===== src/duty_profile_pkg.sv =====
// Constants for the 150-degree duty profile register bank.
// Assumes a single 40 MHz clock domain and a byte-addressed config port.
package duty_profile_pkg;

   // Register addresses on the configuration port
   localparam logic [7:0] TWO_PH_ADDR = 8'h96;
   localparam logic [7:0] THREE_PH_ADDR = 8'h98;
   localparam logic [31:0] PROFILE_RESET = 32'h0000_0000;
   localparam logic [31:0] READ_ZERO = 32'h0000_0000;

   // Step duty fields: step 0 sits at 30..28, each next step 3 bits lower
   localparam int STEP_FIELD_W = 3;
   localparam int STEP0_LSB = 28;
   localparam logic [2:0] LAST_STEP = 3'h7;
   localparam logic [2:0] MIDDLE_STEP = 3'h4;
   localparam logic [2:0] FIRST_STEP = 3'h0;

   // Angle advance field and its scale
   localparam int ADV_LSB = 5;
   localparam int ADV_MSB = 6;
   localparam int RSVD_TWO_MSB = 6;
   localparam logic [3:0] ADV_STEP_DEG = 4'h5;

   // Duty in hundredths of a percent, indexed by step code
   localparam int DUTY_W = 14;
   localparam logic [7:0][DUTY_W-1:0] DUTY_BP_TABLE = {
      14'h26ac, 14'h2616, 14'h249f, 14'h222e,
      14'h20b7, 14'h1d4c, 14'h1388, 14'h0000
   };
   localparam logic [DUTY_W-1:0] DUTY_ZERO = 14'h0000;

   // Codes and duties named for checks
   localparam logic [2:0] CODE_HALF = 3'h1;
   localparam logic [2:0] CODE_75 = 3'h2;
   localparam logic [2:0] CODE_8375 = 3'h3;
   localparam logic [2:0] CODE_99 = 3'h7;
   localparam logic [DUTY_W-1:0] DUTY_HALF = 14'h1388;
   localparam logic [DUTY_W-1:0] DUTY_75 = 14'h1d4c;
   localparam logic [DUTY_W-1:0] DUTY_8375 = 14'h20b7;
   localparam logic [DUTY_W-1:0] DUTY_99 = 14'h26ac;

endpackage


===== src/step_duty_if.sv =====
// Carries one step duty code to the decoder and its duty back.
// Assumes both ends run on the same clock.
`timescale 1ns/1ps
interface step_duty_if;
   logic req;
   logic [2:0] code;
   logic [duty_profile_pkg::DUTY_W-1:0] duty;

   modport requester (output req, output code, input duty);
   modport decoder (input req, input code, output duty);
endinterface

===== src/modulation_duty_profile_regs.sv =====
// Duty profile register bank for 150-degree commutation, with step duty lookup.
// Assumes the host config port and the commutation logic share clk.
`timescale 1ns/1ps

module modulation_duty_profile_regs (
   // Clock and reset
   input wire logic clk,
   input wire logic rst_n,
   // Host configuration port
   input wire logic [7:0] cfg_addr,
   input wire logic cfg_wr,
   input wire logic [31:0] cfg_wdata,
   input wire logic cfg_rd,
   output logic [31:0] cfg_rdata,
   output logic cfg_rvalid,
   // Commutation step lookup
   input wire logic step_req,
   input wire logic [2:0] step_sel,
   input wire logic two_phase_sel,
   output logic [duty_profile_pkg::DUTY_W-1:0] step_duty,
   output logic step_duty_valid,
   output logic [3:0] advance_deg
);

   typedef struct packed {
      logic [31:0] three_phase_duty_profile;
      logic [31:0] two_phase_duty_profile;
      logic [31:0] rdata;
      logic rvalid;
      logic dec_pending;
      logic duty_valid;
      logic [duty_profile_pkg::DUTY_W-1:0] duty;
      logic [3:0] advance;
      logic [3:0] advance_shown;
   } regs_state_s;

   regs_state_s st;
   regs_state_s next_st;
   step_duty_if dif ();

   // Field extraction: step codes shared by both registers and both lookups, advance code read from the three-phase register only
   function automatic logic [2:0] step_code(input logic [31:0] r, input logic [2:0] idx);
      logic [31:0] shifted;
      shifted = r >> (duty_profile_pkg::STEP0_LSB - duty_profile_pkg::STEP_FIELD_W * int'(idx));
      return shifted[2:0];
   endfunction

   function automatic logic [1:0] adv_code(input logic [31:0] r);
      return r[duty_profile_pkg::ADV_MSB:duty_profile_pkg::ADV_LSB];
   endfunction

   ////////////////////////////////////////////////////////////////////////////
   // Lookup request to the decoder, taken from the register as it stands now
   always_comb begin
      dif.req = step_req;
      if (two_phase_sel) begin
         dif.code = step_code(st.two_phase_duty_profile, step_sel);
      end else begin
         dif.code = step_code(st.three_phase_duty_profile, step_sel);
      end
   end

   step_duty_decoder u_decoder (
      .clk(clk),
      .rst_n(rst_n),
      .dif(dif)
   );

   ////////////////////////////////////////////////////////////////////////////
   always_comb begin
      next_st = st;
      next_st.rvalid = 1'b0;
      next_st.dec_pending = step_req;
      next_st.duty_valid = st.dec_pending;
      // Writes: every bit is stored, parity and reserved bits included
      if (cfg_wr) begin
         case (cfg_addr)
            duty_profile_pkg::THREE_PH_ADDR: begin
               next_st.three_phase_duty_profile = cfg_wdata;
            end
            duty_profile_pkg::TWO_PH_ADDR: begin
               next_st.two_phase_duty_profile = cfg_wdata;
            end
            default: begin
            end
         endcase
      end
      // Reads return the value before a same-cycle write
      if (cfg_rd) begin
         next_st.rvalid = 1'b1;
         case (cfg_addr)
            duty_profile_pkg::THREE_PH_ADDR: begin
               next_st.rdata = st.three_phase_duty_profile;
            end
            duty_profile_pkg::TWO_PH_ADDR: begin
               next_st.rdata = st.two_phase_duty_profile;
            end
            default: begin
               next_st.rdata = duty_profile_pkg::READ_ZERO;
            end
         endcase
      end
      // Advance follows the three-phase register; the two-phase one has none
      // advance in 5 degree steps
      if (step_req) begin
         if (two_phase_sel) begin
            next_st.advance = 4'h0;
         end else begin
            next_st.advance = 4'(adv_code(st.three_phase_duty_profile))
               * duty_profile_pkg::ADV_STEP_DEG;
         end
      end
      if (st.dec_pending) begin
         next_st.duty = dif.duty;
      end
      // Advance shown two stages behind the request so it lines up with the duty
      next_st.advance_shown = st.advance;
   end

   always_ff @(posedge clk) begin
      if (!rst_n) begin
         st <= '0;
      end else begin
         st <= next_st;
      end
   end

   assign cfg_rdata = st.rdata;
   assign cfg_rvalid = st.rvalid;
   assign step_duty = st.duty;
   assign step_duty_valid = st.duty_valid;
   assign advance_deg = st.advance_shown;

   ////////////////////////////////////////////////////////////////////////////
   AST_RESET_CLEARS: assert property (@(posedge clk)
      !rst_n |=> st.three_phase_duty_profile == duty_profile_pkg::PROFILE_RESET
         && st.two_phase_duty_profile == duty_profile_pkg::PROFILE_RESET)
      else $error("profile registers not cleared by reset");

   AST_THREE_WRITE: assert property (@(posedge clk) disable iff (!rst_n)
      cfg_wr && cfg_addr == duty_profile_pkg::THREE_PH_ADDR
      |=> st.three_phase_duty_profile == $past(cfg_wdata))
      else $error("three-phase profile write not stored");

   AST_ADVANCE: assert property (@(posedge clk) disable iff (!rst_n)
      step_req && !two_phase_sel
      |-> ##2 advance_deg == 4'($past(adv_code(st.three_phase_duty_profile), 2))
         * duty_profile_pkg::ADV_STEP_DEG)
      else $error("angle advance not five degrees per code");

   AST_TWO_LAST_STEP: assert property (@(posedge clk) disable iff (!rst_n)
      step_req && two_phase_sel && step_sel == duty_profile_pkg::LAST_STEP
         && step_code(st.two_phase_duty_profile, step_sel) == duty_profile_pkg::CODE_99
      |-> ##2 step_duty_valid && step_duty == duty_profile_pkg::DUTY_99)
      else $error("two-phase step 7 duty wrong");

   AST_TWO_RESERVED: assert property (@(posedge clk) disable iff (!rst_n)
      cfg_wr && cfg_addr == duty_profile_pkg::TWO_PH_ADDR
      |=> st.two_phase_duty_profile[duty_profile_pkg::RSVD_TWO_MSB:0]
         == $past(cfg_wdata[duty_profile_pkg::RSVD_TWO_MSB:0]))
      else $error("two-phase reserved bits not stored");

   AST_TWO_READ: assert property (@(posedge clk) disable iff (!rst_n)
      cfg_rd && cfg_addr == duty_profile_pkg::TWO_PH_ADDR
      |=> cfg_rvalid && cfg_rdata == $past(st.two_phase_duty_profile))
      else $error("two-phase profile read wrong");

   AST_TWO_FIRST_STEP: assert property (@(posedge clk) disable iff (!rst_n)
      step_req && two_phase_sel && step_sel == duty_profile_pkg::FIRST_STEP
         && step_code(st.two_phase_duty_profile, step_sel) == duty_profile_pkg::CODE_75
      |-> ##2 step_duty_valid && step_duty == duty_profile_pkg::DUTY_75)
      else $error("two-phase step 0 duty wrong");

   AST_THREE_MIDDLE: assert property (@(posedge clk) disable iff (!rst_n)
      step_req && !two_phase_sel && step_sel == duty_profile_pkg::MIDDLE_STEP
         && step_code(st.three_phase_duty_profile, step_sel) == duty_profile_pkg::CODE_HALF
      |-> ##2 step_duty_valid && step_duty == duty_profile_pkg::DUTY_HALF)
      else $error("three-phase step 4 duty wrong");

   AST_UNMAPPED_ZERO: assert property (@(posedge clk) disable iff (!rst_n)
      cfg_rd && cfg_addr != duty_profile_pkg::THREE_PH_ADDR
         && cfg_addr != duty_profile_pkg::TWO_PH_ADDR
      |=> cfg_rvalid && cfg_rdata == duty_profile_pkg::READ_ZERO)
      else $error("unmapped read not zero");

   AST_RVALID_PULSE: assert property (@(posedge clk) disable iff (!rst_n)
      !cfg_rd
      |=> !cfg_rvalid)
      else $error("read answer without a read strobe");

   AST_DUTY_VALID_ON: assert property (@(posedge clk) disable iff (!rst_n)
      step_req
      |-> ##2 step_duty_valid)
      else $error("lookup answer missing two edges after request");

   AST_DUTY_VALID_OFF: assert property (@(posedge clk) disable iff (!rst_n)
      !step_req
      |-> ##2 !step_duty_valid)
      else $error("lookup answer without a request");

   AST_TWO_NO_ADVANCE: assert property (@(posedge clk) disable iff (!rst_n)
      step_req && two_phase_sel
      |-> ##2 advance_deg == 4'h0)
      else $error("two-phase lookup showed an angle advance");

   AST_THREE_LAST_STEP: assert property (@(posedge clk) disable iff (!rst_n)
      step_req && !two_phase_sel && step_sel == duty_profile_pkg::LAST_STEP
         && step_code(st.three_phase_duty_profile, step_sel) == duty_profile_pkg::CODE_99
      |-> ##2 step_duty_valid && step_duty == duty_profile_pkg::DUTY_99)
      else $error("three-phase step 7 duty wrong");

endmodule


===== src/step_duty_decoder.sv =====
// Maps a 3-bit step duty code to a duty in hundredths of a percent.
// Assumes the requester holds code with req; duty is registered, one edge later.
`timescale 1ns/1ps
module step_duty_decoder (
   // Clock and reset
   input wire logic clk,
   input wire logic rst_n,
   // Code in, duty out
   step_duty_if.decoder dif
);

   typedef struct packed {
      logic [duty_profile_pkg::DUTY_W-1:0] duty;
   } dec_state_s;

   dec_state_s st;
   dec_state_s next_st;

   ////////////////////////////////////////////////////////////////////////////
   always_comb begin
      next_st = st;
      if (dif.req) begin
         next_st.duty = duty_profile_pkg::DUTY_BP_TABLE[dif.code];
      end
   end

   always_ff @(posedge clk) begin
      if (!rst_n) begin
         st <= '0;
      end else begin
         st <= next_st;
      end
   end

   assign dif.duty = st.duty;

   ////////////////////////////////////////////////////////////////////////////
   AST_CODE_TO_DUTY: assert property (@(posedge clk) disable iff (!rst_n)
      dif.req && dif.code == duty_profile_pkg::CODE_8375
      |=> dif.duty == duty_profile_pkg::DUTY_8375)
      else $error("code 3 did not decode to 83.75 percent");

endmodule


===== config.mk =====
export PLATFORM = sky130hd
export DESIGN_NAME = modulation_duty_profile_regs
export DESIGN_NICKNAME = d
export VERILOG_FILES = /design/src/duty_profile_pkg.sv /design/src/step_duty_if.sv /design/src/modulation_duty_profile_regs.sv /design/src/step_duty_decoder.sv
export SDC_FILE = /design/constraint.sdc
export NUM_CORES = 1
export LEC_CHECK = 0
export BUFFER_PORTS_ARGS = -buffer_cell sky130_fd_sc_hd__buf_2
export CAP_MARGIN = 20
export CORE_MARGIN = 1.5
export CORE_UTILIZATION = 55
export DETAILED_ROUTE_END_ITERATION = 12
export PLACE_DENSITY = 0.81
export SYNTH_ARGS = -nofsm -noshare
export SYNTH_HDL_FRONTEND = slang
export SYNTH_SLANG_ARGS = --single-unit

===== constraint.sdc =====
create_clock -name clk -period 11.8 [get_ports clk]
set_clock_uncertainty 0.2 [all_clocks]
set_input_delay 2.36 -clock clk [delete_from_list [all_inputs] [get_ports clk]]
set_output_delay 2.36 -clock clk [all_outputs]
set_load 0.1 [all_outputs]

==> run summary, run 1 <==
Status: finished clean
Top-count cell post-synth: nand2_1
Synth area leader: dfxtp_1
Comb pwr share: 13.9%
Ports: 101
Crit path DAT: 6.17 ns
First-pass DRT Iterations: 6
Fin nets: 816
Synth top cells by count: nand2_1, dfxtp_1, buf_4, a21boi_1, clkbuf_1
Worst EP required: 11.88 ns
Largest family of logic cells by synthesized area: compound AO/OA/AOI/OAI gates
Via density per instance: 6.07
Layout cells sized above 1: 24.1%
Ys Warns: 0
Vias in the first global route: 5336
CTS buffer count: 17
Clk pwr share: 44.4%
Reg-to-reg slack, setup: 9.06 ns
First-pass GRT wire length: 27200 microns
Core area: 12500 sq um
Number of synthesized flops with an enable pin: 0
Final Slew Violations: 0
Largest net degree at the start of global routing: 128
GR Overflow Total: 0
Clock latency on the worst-skew pair: 0.42 ns
Worst setup EP type: register
Synth area leaders: dfxtp_1, mux4_2, nand2_1, buf_4, a21boi_1
Number of cell rows: 41
Crit path top cell by count: inv_1
Post-route setup TNS: 0 ns
Antenna Cells: 0
PD cells: 139 nW/um^2
Worst hold-check path type: reg2reg
Filler cell count: 1040
XOR/XNOR Fraction of Synth Area: 0.250%
Initial antenna violation count: 0
Post-CTS Resized: 0
Starting DRC count in detailed routing: 625
Remaining antenna violation count after routing: 0
MaxCap Viol Count: 0
Die Span X: 116 microns
Finished Core Util: 61.6%
Ys async rst share: 0%
Setup bufs post-CTS: 0
Crit path max-delay cell type: ha_2
Wire length per cell: 18.1 microns
CTS tree: done
DR vias: 5707
Simple-gate share of the synthesized area: 13.7%
Cells after Synth: 741
Synthesized area: 7010 sq um
Final WL: 17000 microns
Hold Buf Count CTS: 0
CP peak stage delay: 0.77 ns
Switching power: 0.292 mW
Reg power frac: 41.7%
Clock slew at reported path FFs: 0.05 ns
Avg Inst Size Synth: 9.45 sq um
Die Span Y: 116 microns
Worst-margin pin slew: 1.09 ns
Sw frac: 27.2%
Synth Area in Adders: 1.96%
Clock Tree Buf Depth: 2
Post-synth top flop: dfxtp_1
Worst-path fanout max: 23
Post-synthesis compound-gate area fraction: 19.4%
FF+latch count, synth: 127
Die ar.: 13400 sq um
CP Cell Sequence: buf_2 -> inv_1 -> ha_2 -> buf_4 -> mux4_2 -> a22oi_1 -> o21ai_1 -> a32oi_1 -> o211ai_1 -> ha_1 -> inv_1 -> mux2i_1 -> a21oi_1
Total track usage: 26.1%
Internal power: 0.782 mW
Area delta synth->final: 10.0%
Syn_nets: 801
Post-synth top area share: 36.3%
Register area share after synthesis: 36.3%
Htree depth: 4
Tmin final: 6.09 ns
F_max: 164 MHz
RD Place Congestion: 0.891
Startpoint Class: input pin
Final worst-path cycle share: 51.6%
Count of final setup violators: 0
Final hold vios: 0
Mux cell area share after synthesis: 18.4%
CTS Root Cell: clkbuf_16
Maximum vdd drop: 0.0946 mV
Synth cell types: 42
Remaining routing DRC violations: 0
Clock Sinks: 127
Hpwl dp: 11400 microns
RSZ-0062 raised after global routing: false
Setup Crit Path Kind: in2reg
Max_slew headroom: 27.6%
Leak: 3.26 nW
Initial Util: 56.0%
PortBufs: 100
==> through the flow <==
stage	instance area, sq um	setup slack [ns]	hold WS, ns	total power, mW	instances
6_report	7710	5.71	0.273	1.07	940
5_1_grt	7710	5.43	0.288	1.11	940
4_1_cts	7660	5.74	0.269	1.08	937
3_5_place_dp	7130	5.32	0.256	0.604	906
3_3_place_gp	7130	5.45	0.252	0.600	906
2_1_floorplan	7010	6.06	0.229	0.586	741
==> per-layer routing <==
metal / vias up / track usage (%) / share of wire, %
li1: 2609 / - / -
met1: 2774 / 35.5 / 43
met2: 285 / 40.7 / 47
met3: 39 / 6.22 / 7.7
met4: 0 / 9.84 / 2.3
met5: - / 0 / 0
==> layout make-up <==
class	count	area [sq um]	area share, %
Inverter	12	45.0	0.584
Timing Repair Buffer	109	596	7.73
Tap cell	172	215	2.79
Clock buffer	23	468	6.07
Sequential cell	127	2540	33.0
Multi-Input combinational cell	489	3780	49.0
Clock inverter	8	65.1	0.844
==> registers in the layout, indices dropped and copies added, names as in the netlist <==
signal,flops
next_st,3
cfg_rdata,32
step_duty,12
st,64
advance_deg,2
cfg_rvalid,1
step_duty_valid,1
u_decoder.dif.duty,12
==> cell families after synthesis <==
kind of cell,after synthesis
simple gates,222
compound gates,177
flops,127
buf+inv,125
mux,77
fa+ha+maj,11
xor+xnor,2
==> worst paths after layout <==
path	from	to	depth (start not counted)
worst max-delay path	step_sel[0]	u_decoder.dif.duty[4]	13
worst min-delay path	cfg_rdata[20]	cfg_rdata[20]	1
worst max register to register	st[74]	u_decoder.dif.duty[3]	9
worst min register to register	cfg_rdata[20]	cfg_rdata[20]	1
==> cell usage in the layout (no fill, tap or decap), types with 3 or more instances in the layout <==
cell | synthesis | final
mux4_2 | 41 | 41
o211ai_1 | 3 | 3
a21oi_1 | 13 | 13
dfxtp_1 | 127 | 127
clkbuf_16 | 0 | 17
o22ai_1 | 4 | 4
a211oi_1 | 3 | 3
inv_1 | 12 | 12
a21boi_0 | 19 | 19
buf_4 | 55 | 6
a21boi_1 | 45 | 45
nand3_1 | 5 | 5
nand2_1 | 167 | 167
a221oi_1 | 3 | 3
and2_1 | 8 | 8
nand2b_1 | 3 | 3
buf_2 | 9 | 100
nor2b_1 | 20 | 20
clkinv_2 | 0 | 7
and2_0 | 3 | 3
a22oi_1 | 35 | 35
mux2i_1 | 32 | 32
nor2_1 | 7 | 7
clkbuf_1 | 42 | 4
ha_1 | 11 | 10
o211a_1 | 33 | 33
o21ai_0 | 10 | 10
==> worst max-delay path, delay by kind of cell <==
| family | cells | cell delay (ns) |
|---|---|---|
| adder cells (fa/ha/maj) | 2 | 1.23 |
| buffers and inverters | 4 | 1.00 |
| AO/OA/AOI/OAI | 5 | 0.85 |
| multiplexers | 2 | 0.70 |
==> power groups by stage <==
| stage | Sequential, mW | Combinational, mW | Clock [mW] |
|---|---|---|---|
| 2_1_floorplan | 0.455 | 0.131 | 0 |
| 3_3_place_gp | 0.456 | 0.144 | 0 |
| 3_5_place_dp | 0.456 | 0.148 | 0 |
| 4_1_cts | 0.447 | 0.148 | 0.482 |
| 5_1_grt | 0.448 | 0.159 | 0.502 |
| 6_report | 0.447 | 0.149 | 0.477 |
Note: power is estimated with default switching activity, not from simulation.
==> inputs of run 2 (changes only) <==
Clock period 11.8 ns to 6.3 ns, I/O delays scaled along.
==> run 2 against run 1 <==
Against the previous run:
- routed wire length is 3.4% higher
- setup slack lost 4.2 ns
- core utilization grew 0.19 points
- total power grew 90%
- die area unchanged
- critical endpoint is now u_decoder.dif.duty[3]
- highest routed layer unchanged
==> run summary, run 2 (synthesis results as in run 1) <==
Worst Path Buf+Inv: 3 (-1)
RSZ-0062 raised after global routing: false
Fin nets: 817 (+0.12%)
CTS Root Cell: clkbuf_16
Core area: 12500 sq um (unchanged)
CP Cell Sequence: buf_2 -> inv_1 -> ha_2 -> buf_4 -> mux4_2 -> mux2i_1 -> mux2i_1 -> nand3_1 -> o211ai_1 -> ha_1 -> mux2i_1 -> a22o_1
Status: finished clean
Remaining antenna violation count after routing: 0 (unchanged)
Worst setup EP type: register
Post-route setup TNS: 0 ns (unchanged)
Setup Crit Path Kind: in2reg
Hold path startpoint: next_st[2]
Maximum vdd drop: 0.175 mV (+85%)
CTS tree: done
Area delta synth->final: 10.4%
Hold EP: advance_deg[2]
Final worst-path cycle share: 76.1%
Initial Util: 56.0% (unchanged)
Max_slew headroom: 29.9% (+2.4 points)
Setup bufs post-CTS: 0 (unchanged)
Area after DPL: 7130 sq um (+0.11%)
Worst hold-check path type: reg2reg
Most frequent cells in the layout: nand2_1, dfxtp_1, buf_2, a21boi_1, mux4_2
Finished Cell Area: 7730 sq um (+0.31%)
Clk pwr share: 45.1% (+0.7 points)
Final hold vios: 0 (unchanged)
CP peak stage delay: 0.79 ns (+0.02 ns)
Clock Tree Buf Depth: 2 (unchanged)
Internal power: 1.50 mW (+92%)
Hpwl dp: 12000 microns (+5.1%)
Wire length per cell: 18.8 microns (+3.7%)
Reg-to-reg slack, setup: 3.51 ns (-5.55 ns)
Initial antenna violation count: 0 (unchanged)
Max FFs per register: 64 (unchanged)
Clock Sinks: 127 (unchanged)
Clock latency on the worst-skew pair: 0.41 ns (about the same)
Hold WS: 0.259 ns (-0.0137 ns)
Worst-path fanout max: 23 (unchanged)
Commonest non-fill, non-tap cell in the layout: nand2_1
Clock slew at reported path FFs: 0.05 ns (about the same)
Worst-margin pin slew: 1.05 ns (-0.0355 ns)
Crit path top cell by count: mux2i_1
Via density per instance: 6.16 (+1.5%)
Post-CTS Resized: 0 (unchanged)
Leak: 3.27 nW (+0.24%)
Crit path max-delay cell type: ha_2
Remaining routing DRC violations: 0 (unchanged)
Sw frac: 26.6% (-0.52 points)
Final Slew Violations: 0 (unchanged)
Die Span Y: 116 microns (unchanged)
Comb pwr share: 13.9% (about the same)
Count of final setup violators: 0 (unchanged)
RR Endpoint: u_decoder.dif.duty[3]
Crit path DAT: 4.89 ns (-1.28 ns)
PD cells: 264 nW/um^2 (+90%)
Final WL: 17600 microns (+3.4%)
Die ar.: 13400 sq um (unchanged)
Register with the most flip-flops: st
First-pass DRT Iterations: 6 (unchanged)
Reg power frac: 41.0% (-0.7 points)
Ports: 101 (unchanged)
R2R Path Start: st[94]
CP top delay family: adder cells
Die Span X: 116 microns (unchanged)
GR Overflow Total: 0 (unchanged)
Starting DRC count in detailed routing: 724 (+16%)
PortBufs: 100 (unchanged)
Hold depth: 1 (unchanged)
Post-place setup slack: 1.11 ns (-4.21 ns)
Largest net degree at the start of global routing: 66 (-48%)
CTS buffer count: 17 (unchanged)
Startpoint Class: input pin
F_max: 209 MHz
Total track usage: 26.8% (+0.63 points)
Vias in the first global route: 5430 (+1.8%)
Htree depth: 4 (unchanged)
RD Place Congestion: 0.927 (+4.1%)
Tot Pwr: 2.04 mW (+90%)
MaxCap Viol Count: 0 (unchanged)
First-pass GRT wire length: 27700 microns (+1.9%)
DR vias: 5778 (+1.2%)
Layout cells sized above 1: 24.3% (+0.19 points)
Hold Buf Count CTS: 0 (unchanged)
Worst Reg-to-Reg Cells: 8 (-1)
Tmin final: 4.79 ns
Number of cell rows: 41 (unchanged)
Post-route setup slack: 1.51 ns (-4.21 ns)
Worst EP required: 6.40 ns (-5.48 ns)
Switching power: 0.545 mW (+87%)
Antenna Cells: 0 (unchanged)
==> run 2: power by group through the flow <==
stage	clock network [mW]	registers (mW)	logic, mW
after floorplan	0	0.853	0.245
after global placement	0	0.853	0.272
after detailed placement	0	0.855	0.280
after CTS	0.928	0.838	0.282
after global routing	0.961	0.840	0.303
final	0.922	0.838	0.284
==> run 2: area by class of cell <==
class                           instances  area, sq um
Multi-Input combinational cell        489         3780
Sequential cell                       127         2540
Timing Repair Buffer                  110          603
Clock inverter                          8         92.6
Clock buffer                           20          457
Tap cell                              172          215
Fill cell                            1059         4780
Inverter                               12         45.0
==> run 2: per-stage QoR <==
stage	instances	utilization, %
after floorplan	741	-
after global placement	907	57.0
after detailed placement	907	57.0
after CTS	935	61.4
after global routing	938	61.8
final	938	61.8
==> run 2: worst max-delay path by stage <==
| stage | startpoint | end | slack [ns] | cells past startpoint |
|---|---|---|---|---|
| floorplan | step_sel[0] | u_decoder.dif.duty[4] | 1.66 | 15 |
| global placement | step_sel[0] | u_decoder.dif.duty[4] | 1.36 | 13 |
| detailed placement | step_sel[0] | u_decoder.dif.duty[3] | 1.11 | 12 |
| CTS | step_sel[0] | u_decoder.dif.duty[3] | 1.55 | 12 |
| global route | step_sel[0] | u_decoder.dif.duty[3] | 1.27 | 12 |
| finish | step_sel[0] | u_decoder.dif.duty[3] | 1.51 | 12 |
==> run 2: metal layers <==
metal	global-route usage, %	routed length [microns]
met2	42.0	8330
met3	7.37	1610
met5	0	0
met4	10.2	427
met1	35.5	7240
